<file path="src/rtl/ptc_pkg.sv">
`default_nettype none
package ptc_pkg;
	localparam int NUM_CHAN = 4;
	localparam int NUM_BASE = 2;
	localparam int ADDR_W = 8;
	localparam int DATA_W = 16;
	localparam int MICRO_W = 8;
	localparam int COUNT_W = 16;

	localparam logic [ADDR_W-1:0] OFS_CTRL = 8'h00;
	localparam logic [ADDR_W-1:0] OFS_CHAN_EN = 8'h04;
	localparam logic [ADDR_W-1:0] OFS_BASE_SEL = 8'h08;
	localparam logic [ADDR_W-1:0] OFS_MICRO_LOAD0 = 8'h0c;
	localparam logic [ADDR_W-1:0] OFS_CHAN_LOAD0 = 8'h14;
	localparam logic [ADDR_W-1:0] OFS_COUNT0 = 8'h24;
	localparam logic [ADDR_W-1:0] OFS_STATUS = 8'h34;
	localparam logic [ADDR_W-1:0] OFS_MASK = 8'h38;
	localparam logic [ADDR_W-1:0] OFS_STRIDE = 8'h04;

	localparam int CTRL_EN_BIT = 0;
	localparam int CTRL_FORCE_LSB = 4;

	localparam logic [MICRO_W-1:0] RST_MICRO_LOAD = 8'h00;
	localparam logic [MICRO_W-1:0] RST_MICRO_COUNT = 8'h00;
	localparam logic [COUNT_W-1:0] RST_CHAN_LOAD = 16'h0000;
	localparam logic [COUNT_W-1:0] RST_COUNT = 16'h0000;

	typedef struct packed {
		logic wr;
		logic rd;
		logic [ADDR_W-1:0] addr;
		logic [DATA_W-1:0] wdata;
	} ptc_bus_req_t;
endpackage : ptc_pkg
`default_nettype wire

</file>
<file path="src/rtl/ptc_micro_timer.sv">
`default_nettype none
module ptc_micro_timer #(
	parameter int WIDTH = ptc_pkg::MICRO_W
)(
	input wire logic i_clock,
	input wire logic i_rst,
	input wire logic i_active,
	input wire logic i_force,
	input wire logic [WIDTH-1:0] i_load_value,
	output logic o_tick
);
	import ptc_pkg::*;

	typedef struct packed {
		logic active;
		logic [WIDTH-1:0] count;
		logic tick;
	} ptc_micro_state_t;

	ptc_micro_state_t st_r;
	ptc_micro_state_t st_nxt;

	always_comb
	begin
		st_nxt = st_r;
		st_nxt.active = i_active;
		st_nxt.tick = 1'b0;
		if (i_active && (!st_r.active || i_force))
			st_nxt.count = i_load_value;
		else if (i_active)
		begin
			if (st_r.count == '0)
			begin
				st_nxt.count = i_load_value;
				st_nxt.tick = 1'b1;
			end
			else
				st_nxt.count = st_r.count - 1'b1;
		end
	end

	always_ff @(posedge i_clock)
	begin
		if (i_rst)
		begin
			st_r <= '0;
			st_r.count <= WIDTH'(RST_MICRO_COUNT);
		end
		else
			st_r <= st_nxt;
	end

	assign o_tick = st_r.tick;
endmodule : ptc_micro_timer
`default_nettype wire

</file>
<file path="src/rtl/ptc_timer_core.sv">
// The strobed register port and the register addresses are this design's own decisions.
`default_nettype none
module ptc_timer_core #(
	parameter int CHANS = ptc_pkg::NUM_CHAN,
	parameter int MW = ptc_pkg::MICRO_W,
	parameter int CW = ptc_pkg::COUNT_W
)(
	input wire logic i_clock,
	input wire logic i_rst,
	input wire ptc_pkg::ptc_bus_req_t i_bus,
	output logic [ptc_pkg::DATA_W-1:0] o_rdata,
	output logic [CHANS-1:0] o_trigger,
	output logic o_irq
);
	import ptc_pkg::*;

	typedef struct packed {
		logic module_en;
		logic [CHANS-1:0] chan_en;
		logic [CHANS-1:0] base_sel;
		logic [NUM_BASE-1:0][MW-1:0] micro_load;
		logic [CHANS-1:0][CW-1:0] chan_load;
		logic [CHANS-1:0][CW-1:0] count;
		logic [CHANS-1:0] chan_run;
		logic [CHANS-1:0] status;
		logic [CHANS-1:0] mask;
		logic [CHANS-1:0] trigger;
		logic [NUM_BASE-1:0] force_mt;
		logic irq;
		logic [DATA_W-1:0] rdata;
	} ptc_state_t;

	ptc_state_t st_r;
	ptc_state_t st_nxt;

	logic [CHANS-1:0] chan_active;
	logic [CHANS-1:0] tick_sel;
	logic [NUM_BASE-1:0] base_used;
	logic [NUM_BASE-1:0] mt_tick;
	logic cnt_wr;

	function automatic logic [ADDR_W-1:0] reg_addr(
		input logic [ADDR_W-1:0] base,
		input int idx
	);
		reg_addr = ADDR_W'(base + ADDR_W'(idx) * OFS_STRIDE);
	endfunction : reg_addr

	// A channel is live only with both enables set
	assign chan_active = {CHANS{st_r.module_en}} & st_r.chan_en;

	genvar g;
	generate
		for (g = 0; g < CHANS; g++)
		begin : g_sel
			assign tick_sel[g] = st_r.base_sel[g] ? mt_tick[1] : mt_tick[0];
		end
		for (g = 0; g < NUM_BASE; g++)
		begin : g_micro
			if (g == 0)
			begin : g_b0
				assign base_used[g] = |(chan_active & ~st_r.base_sel);
			end
			else
			begin : g_b1
				assign base_used[g] = |(chan_active & st_r.base_sel);
			end
			ptc_micro_timer #(
				.WIDTH(MW)
			) u_micro (
				.i_clock(i_clock),
				.i_rst(i_rst),
				.i_active(base_used[g]),
				.i_force(st_r.force_mt[g]),
				.i_load_value(st_r.micro_load[g]),
				.o_tick(mt_tick[g])
			);
		end
	endgenerate

	always_comb
	begin
		logic [CHANS-1:0] status_clr;
		logic [CHANS-1:0] timeout_set;
		logic [DATA_W-1:0] rd_val;
		status_clr = '0;
		timeout_set = '0;
		rd_val = '0;
		st_nxt = st_r;
		st_nxt.trigger = '0;
		st_nxt.force_mt = '0;
		st_nxt.rdata = '0;

		// Count registers are absent from the write decode on purpose
		if (i_bus.wr)
		begin
			if (i_bus.addr == OFS_CTRL)
			begin
				st_nxt.module_en = i_bus.wdata[CTRL_EN_BIT];
				st_nxt.force_mt = i_bus.wdata[CTRL_FORCE_LSB +: NUM_BASE];
			end
			if (i_bus.addr == OFS_CHAN_EN)
				st_nxt.chan_en = i_bus.wdata[CHANS-1:0];
			if (i_bus.addr == OFS_BASE_SEL)
				st_nxt.base_sel = i_bus.wdata[CHANS-1:0];
			if (i_bus.addr == OFS_STATUS)
				status_clr = i_bus.wdata[CHANS-1:0];
			if (i_bus.addr == OFS_MASK)
				st_nxt.mask = i_bus.wdata[CHANS-1:0];
			for (int b = 0; b < NUM_BASE; b++)
			begin
				if (i_bus.addr == reg_addr(OFS_MICRO_LOAD0, b))
					st_nxt.micro_load[b] = i_bus.wdata[MW-1:0];
			end
			for (int i = 0; i < CHANS; i++)
			begin
				if (i_bus.addr == reg_addr(OFS_CHAN_LOAD0, i))
					st_nxt.chan_load[i] = i_bus.wdata[CW-1:0];
			end
		end

		if (i_bus.rd)
		begin
			if (i_bus.addr == OFS_CTRL)
				rd_val[CTRL_EN_BIT] = st_r.module_en;
			if (i_bus.addr == OFS_CHAN_EN)
				rd_val[CHANS-1:0] = st_r.chan_en;
			if (i_bus.addr == OFS_BASE_SEL)
				rd_val[CHANS-1:0] = st_r.base_sel;
			if (i_bus.addr == OFS_STATUS)
				rd_val[CHANS-1:0] = st_r.status;
			if (i_bus.addr == OFS_MASK)
				rd_val[CHANS-1:0] = st_r.mask;
			for (int b = 0; b < NUM_BASE; b++)
			begin
				if (i_bus.addr == reg_addr(OFS_MICRO_LOAD0, b))
					rd_val[MW-1:0] = st_r.micro_load[b];
			end
			for (int i = 0; i < CHANS; i++)
			begin
				if (i_bus.addr == reg_addr(OFS_CHAN_LOAD0, i))
					rd_val[CW-1:0] = st_r.chan_load[i];
				// Whole 16-bit word in one access, no torn halves
				if (i_bus.addr == reg_addr(OFS_COUNT0, i))
					rd_val[CW-1:0] = st_r.count[i];
			end
		end
		st_nxt.rdata = rd_val;

		for (int i = 0; i < CHANS; i++)
		begin
			st_nxt.chan_run[i] = chan_active[i];
			// Start from the load value in the first active cycle, the same cycle an idle base starts
			if (chan_active[i] && !st_r.chan_run[i])
				st_nxt.count[i] = st_r.chan_load[i];
			else if (chan_active[i] && tick_sel[i])
			begin
				if (st_r.count[i] == '0)
				begin
					st_nxt.count[i] = st_r.chan_load[i];
					st_nxt.trigger[i] = 1'b1;
					timeout_set[i] = 1'b1;
				end
				else
					st_nxt.count[i] = st_r.count[i] - 1'b1;
			end
		end

		// A time-out in the clearing cycle survives the clear
		st_nxt.status = (st_r.status & ~status_clr) | timeout_set;
		st_nxt.irq = |(st_nxt.status & st_nxt.mask);
	end

	always_ff @(posedge i_clock)
	begin
		if (i_rst)
		begin
			st_r <= '0;
			for (int b = 0; b < NUM_BASE; b++)
				st_r.micro_load[b] <= MW'(RST_MICRO_LOAD);
			for (int i = 0; i < CHANS; i++)
			begin
				st_r.chan_load[i] <= CW'(RST_CHAN_LOAD);
				st_r.count[i] <= CW'(RST_COUNT);
			end
		end
		else
			st_r <= st_nxt;
	end

	assign o_rdata = st_r.rdata;
	assign o_trigger = st_r.trigger;
	assign o_irq = st_r.irq;

	// Helper for the write-ignore check
	always_comb
	begin
		cnt_wr = 1'b0;
		for (int i = 0; i < CHANS; i++)
		begin
			if (i_bus.wr && i_bus.addr == reg_addr(OFS_COUNT0, i))
				cnt_wr = 1'b1;
		end
	end

	// An idle base must stay silent, or idle channels see stray ticks
	for (g = 0; g < NUM_BASE; g++)
	begin : g_base_chk

	end

	for (g = 0; g < CHANS; g++)
	begin : g_chan_chk

	end
endmodule : ptc_timer_core
`default_nettype wire

</file>
<file path="config.mk">
export PLATFORM = sky130hd
export DESIGN_NAME = ptc_timer_core
export DESIGN_NICKNAME = d
export VERILOG_FILES = /design/src/rtl/ptc_pkg.sv /design/src/rtl/ptc_micro_timer.sv /design/src/rtl/ptc_timer_core.sv
export SDC_FILE = /design/constraint.sdc
export NUM_CORES = 1
export LEC_CHECK = 0
export BUFFER_PORTS_ARGS = -buffer_cell sky130_fd_sc_hd__buf_4
export CAP_MARGIN = 15
export CORE_ASPECT_RATIO = 1.1
export CORE_UTILIZATION = 30
export DETAILED_ROUTE_END_ITERATION = 16
export GPL_TIMING_DRIVEN = 0
export PLACE_DENSITY = 0.46
export SYNTH_ARGS = -nofsm -noshare
export SYNTH_HDL_FRONTEND = slang
export SYNTH_SLANG_ARGS = --single-unit
</file>
<file path="constraint.sdc">
create_clock -name i_clock -period 2.75 [get_ports i_clock]
set_clock_uncertainty 0.15 [all_clocks]
set_input_delay 0 -clock i_clock [delete_from_list [all_inputs] [get_ports i_clock]]
set_output_delay 0 -clock i_clock [all_outputs]
set_load 0.005 [all_outputs]
</file>
==> Word level (Yosys, flattened, before mapping) <==
Index checks and enable logic that the tools add are counted.
{ "op_classes": {"addsub": 6, "reduce_logical": 47, "mux": 55, "n_bitwise": 13, "eq_ne": 14} }
{ "ops": {"columns": ["op", "count"], "rows": [
  ["2-to-1 mux 16 bit", 20],
  ["logical NOT 16 bit", 4],
  ["subtractor 16 x 1 -> 16 bit, second input constant", 4],
  ["equality test 8 x 6 -> 1 bit, second input constant", 7],
  ["2-to-1 mux 8 bit", 6],
  ["equality test 8 x 5 -> 1 bit, second input constant", 4],
  ["2-to-1 mux 4 bit", 8],
  ["logical NOT 8 bit", 3],
  ["AND 4 bit", 5],
  ["2-to-1 mux 1 bit", 19],
  ["2-to-1 mux 9 bit", 2],
  ["AND reduction 2 bit", 9],
  ["equality test 8 x 4 -> 1 bit, second input constant", 2],
  ["subtractor 8 x 1 -> 8 bit, second input constant", 2],
  ["nonzero test 2 bit", 6],
  ["OR reduction 4 bit", 3],
  ["logical AND 1 bit", 10],
  ["OR reduction 3 bit", 3],
  ["equality test 8 x 3 -> 1 bit, second input constant", 1],
  ["NOT 4 bit", 2],
  ["logical NOT 1 bit", 6],
  ["NOT 1 bit", 5],
  ["bitwise OR 4 bit", 1],
  ["logical OR 1 bit", 2],
  ["OR reduction 2 bit", 1]
]} }
{ "totals": {"input_bits": 28, "ff_bits": 208, "word_cells": 161, "out_inout_bits": 21} }

==> Longest topological paths before layout <==
{ "logic_depth": {"ltp_word": 16, "ltp_mapped": 9} }

==> Hierarchy <==
A second synthesis with hierarchy kept.
{ "unflattened": {"cells_unflattened": 1464, "area_unflattened_um2": 11663.7} }
{ "by_module_without_submodules": {"columns": ["module", "area_each_um2", "n_inst", "cells_each"], "rows": [
  ["ptc_timer_core", 10347.4, 1, 1310],
  ["ptc_micro_timer", 658.1, 2, 77]
]} }

==> Least setup slack after synthesis <==
No wires, ideal clock.
{ "synth_path": {"path_type": "reg2reg", "from": "register st_r[83] in the netlist's numbering", "to": "register st_r[86] in the netlist's numbering", "path_slack_ns": 0.424, "arrival_time_ns": 2.048, "stages_incl_launch_ff": 9, "setup_ns": 0.128, "path_buffers": 1, "path_cell_list": "dfxtp_1 inv_1 ha_1 or4b_1 o41a_1 buf_6 mux2_4 a22oi_2 nor2_1"} }
{ "synth_via": {"elab_chain_len": 4, "word_cells_on_any_way": 5} }
{ "synth_rtl": {"columns": ["element", "line_no", "text"], "rows": [
  ["start: declaration", "ptc_timer_core.sv:33", "ptc_state_t st_r;"],
  ["start signal: assignment", "ptc_timer_core.sv:188", "st_r <= st_nxt;"],
  ["subtractor 16 x 1 -> 16 bit or logical NOT 16 bit (tied branches)", "ptc_timer_core.sv:165, ptc_timer_core.sv:158", null],
  ["2-to-1 mux 16 bit *", "ptc_timer_core.sv:158", "if (st_r.count[i] == '0)"],
  ["2-to-1 mux 16 bit *", "ptc_timer_core.sv:156", "else if (chan_active[i] && tick_sel[i])"],
  ["2-to-1 mux 16 bit *", "ptc_timer_core.sv:154", "if (chan_active[i] && !st_r.chan_run[i])"]
]} }
Mark *: on every way between the ends. The rest lies on a longest branch, timed or not. The select of a mux whose other input is x is not followed.
A chain may end at the register's enable or synchronous reset.

==> Final worst setup path <==
{ "layout_path": {"from": "register st_r[69] in the netlist's numbering", "to": "register st_r[80] in the netlist's numbering"} }
Same word-level chain as after synthesis.

==> results <==
- The run finished with clean final reports.
- The latest clock arrival within the worst-skew pair is 560 ps.
- For this configuration, the core starts out at a cell density of 0.3050.
- The launch instance of the worst register-to-register path is st_r[69]$_SDFFE_PP0P_.
- The wire-length estimate of the detail-placed layout is 39.38 mm.
- Data on the critical path arrives at its endpoint at 2890 ps.
- The via density per instance is 5.791.
- In the routed design, unresolved DRC markers number 0.
- Buffers inserted during clock tree synthesis total 27.
- The class of the most critical hold timing path is input pin to flop.
- The tree is rooted in a clkbuf_16.
- The relative max-transition margin is 0.2772.
- The area of the core is 38,190 um^2.
- The biggest fanout along the worst timing path is 10.
- The routed wire length per instance is 24.69 um.
- At the end of routability-driven placement, the weighted congestion stood at 0.9535.
- Clock-pin slew was measured on the worst setup and hold paths at 60 ps.
- For this run, the share of the core covered by cells in the final layout is 0.3593.
- The worst setup slack for register-to-register paths is 150 ps.
- The total nets after synthesis is 1,558.
- Entering global routing, the biggest net connects 14 pins.
- The distinct cell type count of the synthesized netlist is 78.
- Setup repair after global routing left no endpoint under its margin.
- The hold path startpoint is i_bus[21].
- At the pin with the least slew margin, the transition time is 1084 ps.
- The die extent in y is 208.7 um.
- The fraction of registers with async set or reset after synthesis is 0.
- Registers take 4164 um^2.
- The standard-cell row count is 75.
- The layout has 4,045 filler cells.
- The synthesis-stage register bit count is 208.
- 0 antenna diodes ended up in the layout.
- For met1 alone, demand over resource in global routing was 0.3502.
- In the global route stage, overall resource usage came out at 0.2606.
- The smallest clock period supported by the final layout is computed as 2596 ps.
- The proportion of synthesized chip area in sequential cells is 0.3575.
- The total negative slack for setup checks is 0 ps.
- In the finished design, the share of the clock period the worst path needs comes to 0.9439.
- No sink is reached through more buffers than the 3 on the longest clock path.
- TritonCTS built the clock tree.
- STA puts the critical path data required time at 3050 ps.
- The die boundary width is 189.9 um.
- Walking the worst path, the cells encountered are nor3_1, and4b_1, buf_2, nor2_1, buf_4, a31o_2, a221oi_1.
- The number of hold violations in the final report is 0.
- Together, buffers and inverters on the worst path number 2.
- In the synthesized netlist the dominant register cell turns out to be dfxtp_1.
- The count of yosys warnings during synthesis is 0.
- The via count of the first global-routing pass is 11,560.
- Summed over all cells, the static leakage comes to 4.688 nW.
- The first routing iteration left 1,368 violations.
- The floorplan step defined a die boundary enclosing 39,620 um^2.
- The worst vdd rail ir drop is 503.5 uV.
- The critical path in this run is classified as flop to flop.
- Of the cells placed in the final design, the portion with a size suffix greater than 1 is 0.1074.
- The cell count after synthesis came out at 1,518.
- The startpoint class of the critical path is a flop.
- The fraction of met3 tracks used by global routing is 0.02620.
- Dividing total power by cell area gives a power density of 504.9 nW/um^2.
- The first-pass iteration count of the detailed router is 6.
- Setup violations remaining at the end of the flow were counted as 0.
- In this run, synthesis inferred 0 flip-flops with an integrated enable.
- The most critical setup path has its startpoint at st_r[69]$_SDFFE_PP0P_.
- Buffers placed on the I/O ports in this run total 40.
- Based on the critical path, the design can be clocked at up to 0.3852 GHz.
- The number of cells after detailed placement is 2,059.
- The H-tree depth is 1.
- The number of max-slew violations in the final report is 0.
- The number of sinks on the clock net is 208.
- The footprint of the multi-input gates is 6721 um^2.
- After synthesis the cells add up to 11,650 um^2.
- On the critical path the largest part of the delay comes from simple AND/OR/NAND/NOR gates.
- In this run the remaining antenna-violating nets after routing total 0.
- Leaving out filler cells and counting taps, the final layout contains 2,129.
- The detailed-route via count is 12,330.
- For met2 alone, demand over resource in global routing was 0.4080.
- The sum of internal, switching and leakage power is 6.928 mW.
- The slowest stage of the critical path belongs to the cell nor3_1.
- In this run the most used layer during global routing was met2.
- The capturing element type of the critical path is a flop.
- The final layout contains 1,651 nets.
- For this run, the slowest stage of the critical path takes 660 ps.
- The initial antenna violation count is 1.
- The leftover overflow at the end of global routing is 0.
- The number of max-cap violations is 0.
- The detailed-route wire length is 52.56 mm.
- Final hold analysis gives a worst-case slack of 91.44 ps.
- From synthesis to final layout, the design area changed by 17.81%.
- The first-pass GRT wire length is 77.21 mm.
- 49 I/O pins were placed.
- The average instance area after synthesis is 7.673 um^2.
-- through the flow --
step	cell area (um^2)	setup WS, ps
floorplan	11650	424.4
global placement	12570	-409.7
detailed placement	12580	-342.7
CTS	13660	56.37
global route	13720	3.717
finish	13720	154.2
-- worst paths after layout --
check,end,cells after the start
worst max-delay path,st_r[80]$_SDFFE_PP0P_,7
worst min-delay path,st_r[130]$_SDFFE_PP0P_,6
worst max register to register,st_r[80]$_SDFFE_PP0P_,7
worst min register to register,g_micro[0].u_micro.st_r[1]$_SDFFE_PP0P_,2
-- cell families (layout without fill, tap and decap cells) --
| group | after synthesis | in the layout | synth area share |
|---|---|---|---|
| adders and majority gates | 12 | 12 | 0.01289 |
| muxes | 49 | 49 | 0.04329 |
| xor gates and xnor gates | 1 | 1 | 0.0007521 |
| AOI/OAI and AO/OA | 487 | 487 | 0.2673 |
| buffers and inverters | 181 | 292 | 0.06939 |
| and+or+nand+nor | 580 | 580 | 0.2489 |
| DFF | 208 | 208 | 0.3575 |
-- power by group --
group	internal [mW]	leakage (nW)	switching [mW]
logic	0.0905	2.58	0.271
clock network	2.15	0.433	1.39
registers	3.02	1.67	0.00255
total	5.26	4.69	1.67
-- Yosys cell counts (23+ instances only) --
master,count,area (um^2)
nor2_1,97,364.1
mux2i_1,41,410.4
dfxtp_1,208,4164
clkbuf_1,91,341.6
a211oi_1,24,180.2
nor3_1,55,275.3
nand3_1,48,240.2
a221oi_1,23,201.4
a21oi_1,163,815.8
a22oi_1,30,225.2
o21ai_0,103,515.5
nor4_1,26,162.7
nand2_1,207,777.0
inv_1,43,161.4
-- worst min-delay path, stage by stage --
cell and delay, ps:
buf_4 150, nor4b_1 70, and3_1 170, clkbuf_1 190, nand2_1 110, a21oi_1 50
-- placed cells by master, fill, tap and decap left out, types with 15 or more instances in the layout --
master,count
buf_4,65
nor2_1,96
nand2_1,207
nand3_1,48
dfxtp_1,208
o22ai_1,18
inv_1,43
a21o_1,15
clkbuf_1,96
clkbuf_16,27
a31oi_1,16
dlygate4sd3_1,20
nor3b_1,17
buf_2,17
a22oi_1,30
o21ai_0,103
a211oi_1,24
nor4_1,23
a221oi_1,23
nor3_1,54
and3_1,15
a21oi_1,162
mux2i_1,41
nand4_1,20
-- what timing repair did --
action,in CTS,in global routing
pin swaps,0,1
hold buffers,20,0
setup endpoints to repair,17,16
setup buffers,0,3
resized for setup,3,8
endpoints found under the hold margin,95,0
-- layer usage --
layer / wire length [um] / vias to the layer above / share of wire
met5: 11 / - / 0.00021
met3: 3320 / 128 / 0.063
li1: - / 5752 / -
met1: 22930 / 5914 / 0.44
met2: 23230 / 532 / 0.44
met4: 3075 / 2 / 0.059
-- sequential cells by signal, summed over array words and instances (netlist names) --
name,count
g_micro.u_micro.o_tick,2
g_micro.u_micro.st_r,18
o_irq,1
o_rdata,16
o_trigger,4
st_r,167
-- layout make-up --
| class | count | share of cell area |
|---|---|---|
| multi-input combinational | 1129 | 0.4898 |
| sequential | 208 | 0.3035 |
| clock buffer | 37 | 0.05416 |
| buffer | 137 | 0.04696 |
| tap | 500 | 0.04559 |
| timing repair buffer | 65 | 0.03884 |
| inverter | 43 | 0.01176 |
| clock inverter | 10 | 0.009392 |
Power figures use the tool's default switching activity.
